<file path="config.mk">
export PLATFORM = sky130hd
export DESIGN_NAME = field_threshold_button_flags
export DESIGN_NICKNAME = d
export VERILOG_FILES = /design/src/common/field_flag_pkg.sv /design/src/field_threshold_button_flags.sv
export VERILOG_INCLUDE_DIRS = /design/src /design/src/common
export SDC_FILE = /design/constraint.sdc
export NUM_CORES = 1
export LEC_CHECK = 0
export ABC_CLOCK_PERIOD_IN_PS = 6800
export BUFFER_PORTS_ARGS = -buffer_cell sky130_fd_sc_hd__clkbuf_2
export CORE_ASPECT_RATIO = 0.5
export CORE_MARGIN = 8
export CORE_UTILIZATION = 45
export CTS_CLUSTER_SIZE = 12
export DETAILED_ROUTE_END_ITERATION = 6
export GPL_ROUTABILITY_DRIVEN = 0
export SETUP_SLACK_MARGIN = 0.15
export SYNTH_ARGS = -nofsm -noshare
export SYNTH_HDL_FRONTEND = slang
export SYNTH_SLANG_ARGS = --single-unit
export TNS_END_PERCENT = 50
</file>
<file path="constraint.sdc">
create_clock -name clk_sys -period 6.8 [get_ports clk_sys]
set_input_delay 2.04 -clock clk_sys [delete_from_list [all_inputs] [get_ports clk_sys]]
set_output_delay 2.04 -clock clk_sys [all_outputs]
set_load 0.01 [all_outputs]
</file>
<file path="src/common/field_flag_map.svh">
// register offsets, field positions, reset values and trip levels of the field flag block
`ifndef FIELD_FLAG_MAP_SVH
`define FIELD_FLAG_MAP_SVH

// register addresses on the serial link
`define CONFIG_ADDR 5'h06
`define STATUS_ADDR 5'h1b

// threshold configuration layout
`define LOW_CODE_MSB 7
`define LOW_CODE_LSB 5
`define HIGH_CODE_MSB 4
`define HIGH_CODE_LSB 2
`define CONFIG_RESET 8'h1c

// status layout
`define STATUS_HIGH_BIT 7
`define STATUS_LOW_BIT 6

// rising trip levels in mT for codes 0 to 7
`define RISE_LEVEL_0 8'h1a
`define RISE_LEVEL_1 8'h29
`define RISE_LEVEL_2 8'h38
`define RISE_LEVEL_3 8'h46
`define RISE_LEVEL_4 8'h54
`define RISE_LEVEL_5 8'h62
`define RISE_LEVEL_6 8'h70
`define RISE_LEVEL_7 8'h7e
// fixed hysteresis band in mT
`define FLAG_HYSTERESIS 8'h06

// serial frame shape
`define FRAME_LAST_BIT 4'hf

`endif

</file>
<file path="src/common/field_flag_pkg.sv">
// types shared by the field flag block
package field_flag_pkg;

  // serial command codes
  typedef enum logic [2:0] {
    CMD_READ = 3'b010,
    CMD_WRITE = 3'b100
  } cmd_e;

  // serial link pins as seen by the device
  typedef struct packed {
    logic sclk;
    logic csN;
    logic mosi;
  } spi_in_s;

  // one decoded frame
  typedef struct packed {
    logic [2:0] cmd;
    logic [4:0] addr;
    logic [7:0] value;
  } frame_s;

endpackage : field_flag_pkg

</file>
<file path="src/field_threshold_button_flags.sv">
// field threshold comparators with hysteresis and their serial register port
`timescale 1ns/1ns
`include "field_flag_map.svh"

// Contract
// the high-field flag goes to one when the field rises above the high threshold's level.
// the low-field flag goes to one when the field drops below the low threshold's level.
// both thresholds are three-bit codes held in one 8-bit register at address 6.
// codes 0 to 7 select rising levels 26 to 126 mT and falling levels 20 to 120 mT.
// a low code larger than the high code is accepted unchanged.
// the status register at address 27 shows the high flag in bit 7, the low flag in bit 6.
// each flag is also driven continuously on its own output pin.
// the host fetches the flags with a 16-bit frame of command 010, address 11011, zero value.
// a read command is answered in the frame that follows it.
// the low code sits in bits 7 to 5 and the high code in bits 4 to 2 of the config register.
module field_threshold_button_flags (
  input wire logic clk_sys,
  input wire logic reset,
  input wire field_flag_pkg::spi_in_s spiIn,
  input wire logic [7:0] fieldStrength,
  output logic miso,
  output logic fieldHighFlag,
  output logic fieldLowFlag
);
  import field_flag_pkg::*;

  ////////////////////////////////////////////////////////////////////////////////
  // level tables

  // rising trip level for a code
  function automatic logic [7:0] riseLevel(input logic [2:0] code);
    logic [7:0] level;
    level = `RISE_LEVEL_0;
    unique case (code)
      3'h0: level = `RISE_LEVEL_0;
      3'h1: level = `RISE_LEVEL_1;
      3'h2: level = `RISE_LEVEL_2;
      3'h3: level = `RISE_LEVEL_3;
      3'h4: level = `RISE_LEVEL_4;
      3'h5: level = `RISE_LEVEL_5;
      3'h6: level = `RISE_LEVEL_6;
      3'h7: level = `RISE_LEVEL_7;
    endcase
    return level;
  endfunction : riseLevel

  // falling level sits one hysteresis band below
  function automatic logic [7:0] fallLevel(input logic [2:0] code);
    return riseLevel(code) - `FLAG_HYSTERESIS;
  endfunction : fallLevel

  ////////////////////////////////////////////////////////////////////////////////
  // pin synchronisers

  logic sclkMeta, sclkSync, sclkLast;
  logic csMeta, csSync, csLast;
  logic mosiMeta, mosiSync;

  // two flops per pin, plus a history flop on sclk and on csN for edge finding
  always_ff @(posedge clk_sys or posedge reset) begin
    if (reset) begin
      sclkMeta <= 1'b0;
      sclkSync <= 1'b0;
      sclkLast <= 1'b0;
      csMeta <= 1'b1;
      csSync <= 1'b1;
      csLast <= 1'b1;
      mosiMeta <= 1'b0;
      mosiSync <= 1'b0;
    end else begin
      sclkMeta <= spiIn.sclk;
      sclkSync <= sclkMeta;
      sclkLast <= sclkSync;
      csMeta <= spiIn.csN;
      csSync <= csMeta;
      csLast <= csSync;
      mosiMeta <= spiIn.mosi;
      mosiSync <= mosiMeta;
    end
  end

  logic sclkRise, sclkFall, csFall;
  assign sclkRise = sclkSync & ~sclkLast;
  assign sclkFall = ~sclkSync & sclkLast;
  assign csFall = csLast & ~csSync;

  ////////////////////////////////////////////////////////////////////////////////
  // serial frame engine and registers

  logic [3:0] bitCount, next_bitCount;
  logic [14:0] shiftIn, next_shiftIn;
  logic [15:0] shiftOut, next_shiftOut;
  logic [7:0] replyByte, next_replyByte;
  logic [7:0] thresholdConfig, next_thresholdConfig;
  logic next_miso;
  logic frameDone, isRead, isWrite;
  frame_s frameWord;
  logic [2:0] highCode, lowCode;

  // code fields of the config register
  assign lowCode = thresholdConfig[`LOW_CODE_MSB:`LOW_CODE_LSB];
  assign highCode = thresholdConfig[`HIGH_CODE_MSB:`HIGH_CODE_LSB];

  // frame completes on the sixteenth rising clock edge
  assign frameDone = ~csSync & sclkRise & (bitCount == `FRAME_LAST_BIT);
  assign frameWord = {shiftIn, mosiSync};
  assign isRead = frameDone & (frameWord.cmd == CMD_READ);
  assign isWrite = frameDone & (frameWord.cmd == CMD_WRITE);

  // register read mux, spare status bits read zero
  function automatic logic [7:0] regRead(input logic [4:0] addr, input logic [7:0] cfg,
                                         input logic hi, input logic lo);
    logic [7:0] data;
    data = 8'h00;
    if (addr == `CONFIG_ADDR) begin
      data = cfg;
    end else if (addr == `STATUS_ADDR) begin
      data[`STATUS_HIGH_BIT] = hi;
      data[`STATUS_LOW_BIT] = lo;
    end
    return data;
  endfunction : regRead

  // next state of shifters, reply and config
  always_comb begin
    next_bitCount = bitCount;
    next_shiftIn = shiftIn;
    next_shiftOut = shiftOut;
    next_miso = miso;
    next_replyByte = replyByte;
    next_thresholdConfig = thresholdConfig;
    if (csSync) begin
      next_bitCount = 4'h0;
      next_miso = 1'b0;
    end else if (csFall) begin
      // answer of the previous frame goes out first
      next_bitCount = 4'h0;
      next_shiftOut = {replyByte, 8'h00};
      next_miso = replyByte[7];
    end else begin
      if (sclkRise) begin
        next_shiftIn = frameWord[14:0];
        next_bitCount = bitCount + 4'h1;
      end
      if (sclkFall) begin
        next_shiftOut = {shiftOut[14:0], 1'b0};
        next_miso = shiftOut[14];
      end
      if (frameDone) begin
        // reply is held for the next frame, not this one
        next_replyByte = isRead ? regRead(frameWord.addr, thresholdConfig, fieldHighFlag,
                                          fieldLowFlag) : 8'h00;
        // any code pair is kept as written
        if (isWrite && frameWord.addr == `CONFIG_ADDR) begin
          next_thresholdConfig = frameWord.value;
        end
      end
    end
  end

  // register the frame engine
  always_ff @(posedge clk_sys or posedge reset) begin
    if (reset) begin
      bitCount <= 4'h0;
      shiftIn <= 15'h0000;
      shiftOut <= 16'h0000;
      miso <= 1'b0;
      replyByte <= 8'h00;
      thresholdConfig <= `CONFIG_RESET;
    end else begin
      bitCount <= next_bitCount;
      shiftIn <= next_shiftIn;
      shiftOut <= next_shiftOut;
      miso <= next_miso;
      replyByte <= next_replyByte;
      thresholdConfig <= next_thresholdConfig;
    end
  end

  ////////////////////////////////////////////////////////////////////////////////
  // field comparators with hysteresis

  logic next_fieldHigh, next_fieldLow;

  // set past one level, clear past the other, hold in between
  always_comb begin
    next_fieldHigh = fieldHighFlag;
    next_fieldLow = fieldLowFlag;
    if (fieldStrength > riseLevel(highCode)) begin
      next_fieldHigh = 1'b1;
    end else if (fieldStrength < fallLevel(highCode)) begin
      next_fieldHigh = 1'b0;
    end
    if (fieldStrength < fallLevel(lowCode)) begin
      next_fieldLow = 1'b1;
    end else if (fieldStrength > riseLevel(lowCode)) begin
      next_fieldLow = 1'b0;
    end
  end

  // flag flops drive the pins directly
  always_ff @(posedge clk_sys or posedge reset) begin
    if (reset) begin
      fieldHighFlag <= 1'b0;
      fieldLowFlag <= 1'b0;
    end else begin
      fieldHighFlag <= next_fieldHigh;
      fieldLowFlag <= next_fieldLow;
    end
  end
endmodule : field_threshold_button_flags

</file>
==> tab_implementation.tex <==
\begin{tabular}{lr}
\hline
Metric & Value \\
\hline
\multicolumn{2}{l}{\textbf{Timing}} \\
\quad Endpoints failing setup & 0 \\
\quad RSZ-0062 raised after global routing & false \\
\quad Upper clock frequency limit & 302 MHz \\
\quad Final Critical Period & 3.32 ns \\
\quad Post-route setup slack & 3.48 ns \\
\quad Worst-Margin Slew & 1.10 ns \\
\quad Final max-slew violation count & 0 \\
\quad Tightest slew margin relative to the limit & 0.260 \\
\quad Worst clock skew on the final layout & 0.00677 ns \\
\quad Final hold violation count & 0 \\
\quad Share of the clock period used by the worst path after layout & 0.488 \\
\quad Setup TNS after final layout & 0 ns \\
\multicolumn{2}{l}{\textbf{Synth}} \\
\quad Adder and majority cell fraction of the synthesized area & 0.151 \\
\quad Cell count after synthesis & 297 \\
\quad Number of warning messages in the yosys log & 0 \\
\quad Number of flops mapped to enable cells by yosys & 0 \\
\quad Mux share of post-synthesis cell area & 0.103 \\
\quad Simple-gate portion of the synthesized area & 0.139 \\
\quad Unique masters post-synth & 44 \\
\quad XOR/XNOR Fraction of Synth Area & 0.0326 \\
\quad Synthesized netlist net count & 349 \\
\quad Synth Area in Compound Gates & 0.131 \\
\quad Top\_reg\_cell synth & dfrtp\_1 \\
\quad Fraction of the yosys area taken by sequential cells & 0.413 \\
\quad Proportion of netlist area held by the largest area contributor & 0.365 \\
\quad Post-synthesis average cell area & 10.9 um2 \\
\quad Biggest area consumer among synthesized cells & dfrtp\_1 \\
\quad Netlist Area Pre-Place & 3230 um2 \\
\quad Fraction of synthesis flops using an asynchronous set or reset pin & 1.00 \\
\quad Number of synthesized register bits & 53 \\
\quad Largest family of logic cells by synthesized area & adder cells \\
\quad Biggest area contributors in the synthesized netlist & dfrtp\_1, ha\_1, mux2\_2, dfstp\_2, o21ai\_0 \\
\multicolumn{2}{l}{\textbf{Power}} \\
\quad Switching power summed over all nets & 149 uW \\
\quad Total power density per cell area & 191 nW/um2 \\
\quad Internal power summed over all cells & 529 uW \\
\quad Worst IR drop on VDD & 0.000122 V \\
\quad Switching Share & 0.220 \\
\quad Leakage component of the power & 0.00165 uW \\
\quad Combinational share of power & 0.071 \\
\quad Sequential share of power & 0.509 \\
\quad Clock network fraction of design power & 0.419 \\
\multicolumn{2}{l}{\textbf{Critical path}} \\
\quad Arrival time of data at the critical path endpoint & 3.49 ns \\
\quad Critical setup path kind & primary input to flop \\
\quad Worst-path fanout max & 4 \\
\quad Required time of the critical path & 6.97 ns \\
\quad Setup slack on the worst flop-to-flop path & 3.61 ns \\
\quad Category of the worst setup path launch point & primary input \\
\quad Critical path capture point type & flop \\
\multicolumn{2}{l}{\textbf{Detailed routing}} \\
\quad DRC Markers & 0 \\
\quad Via count & 2,227 \\
\quad First-pass iteration count of the detailed router & 4 \\
\quad Post-route antenna net violation count & 0 \\
\quad Avg WL per Cell & 15.3 um \\
\quad First-iteration detailed-routing DRC count & 135 \\
\quad Routed via count divided by cell count & 5.51 \\
\quad Overall routed net length & 6200 um \\
\multicolumn{2}{l}{\textbf{Job}} \\
\quad Reported max-cap violation count & 0 \\
\multicolumn{2}{l}{\textbf{Finish}} \\
\quad Most used cells in the layout excluding fill and tap cells & dfrtp\_1, ha\_1, mux2\_2 \\
\quad Nets@finish & 363 \\
\quad Number of antenna cells inserted & 0 \\
\quad Area grow syn2layout & 9.93\% \\
\quad Layout cells sized above 1 & 0.192 \\
\quad Commonest non-fill, non-tap cell in the layout & dfrtp\_1 \\
\multicolumn{2}{l}{\textbf{Placed design}} \\
\quad Number of port buffers & 15 \\
\quad Estimated wirelength of the detail-placed design & 4730 um \\
\quad Post-place setup slack & 3.19 ns \\
\multicolumn{2}{l}{\textbf{Clock tree}} \\
\quad Buffer levels on the longest clock path & 2 \\
\quad Number of levels in the clock H-tree & 2 \\
\quad Number of instances resized during post-cts repair & 0 \\
\quad CTS clk-pin slew, worst paths & 0.06 ns \\
\quad TritonCTS clock tree & done \\
\quad Number of buffers inserted for hold repair after clock tree synthesis & 0 \\
\quad Number of buffers inserted during clock tree synthesis & 5 \\
\quad Clock insertion delay at the later pin of the skew report & 0.29 ns \\
\quad Buffers inserted by post-CTS timing repair & 0 \\
\quad CTS root buf & clkbuf\_16 \\
\quad \# clock sinks & 53 \\
\multicolumn{2}{l}{\textbf{Global routing}} \\
\quad Largest net degree at the start of global routing & 54 \\
\quad Number of antenna violations at the first check in global routing & 0 \\
\quad Vias in the first global route & 2,254 \\
\quad GRT Total Usage & 0.129 \\
\quad Global-route wire length before repair & 10,600 um \\
\quad Gr ovfl total & 0 \\
\multicolumn{2}{l}{\textbf{Floorplan}} \\
\quad Starting Density & 0.474 \\
\quad Die extent in y & 75.9 um \\
\quad Ports & 16 \\
\quad Placeable core region & 6810 um2 \\
\quad Die Width & 136 um \\
\quad Die area & 10,300 um2 \\
\quad \# rows & 21 \\
\multicolumn{2}{l}{\textbf{Min path}} \\
\quad Hold crit path type & flop to flop \\
\multicolumn{2}{l}{\textbf{Outcome}} \\
\quad Run status & finished clean \\
\hline
\end{tabular}
==> layer usage <==
layer  global-route usage  vias to the layer above  part of all wire
li1                     -                     1102                 -
met1                0.164                     1068              0.49
met2                0.222                       51              0.46
met3               0.0211                        6             0.039
met4               0.0402                        0             0.011
met5                    0                        -                 0
==> cell type report <==
type                            instances  area, um2
Fill cell                             590       3260
Clock inverter                          2       38.8
Clock buffer                            6        129
Multi-Input combinational cell        221       1800
Timing Repair Buffer                   15       75.1
Inverter                               15       56.3
Sequential cell                        53       1330
Tap cell                               92        115
==> worst max-delay path, stage by stage <==
cell and delay (ns):
clkbuf_2 0.12, ha_1 0.30, nand2_1 0.06, or3_1 0.33
a211oi_1 0.33, and4_1 0.25, o21ai_1 0.06
==> per-stage QoR <==
step | power (uW) | util | hold slack (ns) | instance area (um2) | instances
after global placement | 397 | 0.496 | 0.332 | 3380 | 396
after floorplan | 381 | - | 0.331 | 3230 | 297
final | 678 | 0.521 | 0.349 | 3550 | 404
after CTS | 685 | 0.521 | 0.350 | 3550 | 404
after global routing | 704 | 0.521 | 0.357 | 3550 | 404
after detailed placement | 400 | 0.496 | 0.336 | 3380 | 396
==> synthesized netlist by cell type (all sizes together), types with 3 or more instances <==
cell / instances
dfrtp: 47
ha: 39
mux2: 25
nand2: 20
nor2: 19
o21ai: 18
inv: 15
a22oi: 8
nor2b: 8
a21oi: 7
clkbuf: 7
xor2: 7
a22o: 6
dfstp: 6
nand2b: 6
o211ai: 6
mux2i: 5
nor3: 5
xnor2: 5
a211oi: 4
nand4: 4
o21a: 4
and4: 3
==> worst paths after layout <==
check,start,endpoint,cells past startpoint
max in group asynchronous,reset,shiftIn[0]$_DFFE_PP0P_,2
hold / removal,mosiMeta$_DFF_PP0_,mosiSync$_DFF_PP0_,0
setup / recovery,fieldStrength[6],fieldHighFlag$_DFFE_PP0P_,7
hold reg to reg,mosiMeta$_DFF_PP0_,mosiSync$_DFF_PP0_,0
min in group asynchronous,reset,miso$_DFFE_PP0P_,2
setup reg to reg,thresholdConfig[2]$_DFFE_PP1P_,fieldHighFlag$_DFFE_PP0P_,13
==> cell families after synthesis <==
kind of cell	count (synthesis)
compound gates	63
simple gates	77
mux	30
buf+inv	23
xor+xnor	12
flops	53
fa+ha+maj	39
==> sequential cells by signal, summed over array words and instances, names as in the netlist <==
| register | count |
|---|---|
| shiftOut | 7 |
| csMeta | 1 |
| thresholdConfig | 8 |
| shiftIn | 15 |
| sclkLast | 1 |
| bitCount | 4 |
| fieldHighFlag | 1 |
| mosiSync | 1 |
| csLast | 1 |
| replyByte | 8 |
| csSync | 1 |
| sclkSync | 1 |
| miso | 1 |
| sclkMeta | 1 |
| mosiMeta | 1 |
| fieldLowFlag | 1 |
==> power groups by stage <==
stage               clock (uW)  sequential [uW]  combinational (uW)
floorplan                    0              344                36.5
global placement             0              350                47.5
detailed placement           0              351                49.0
CTS                        291              345                49.4
global route               302              348                54.4
finish                     284              345                48.4
Power figures use the tool's default switching activity.
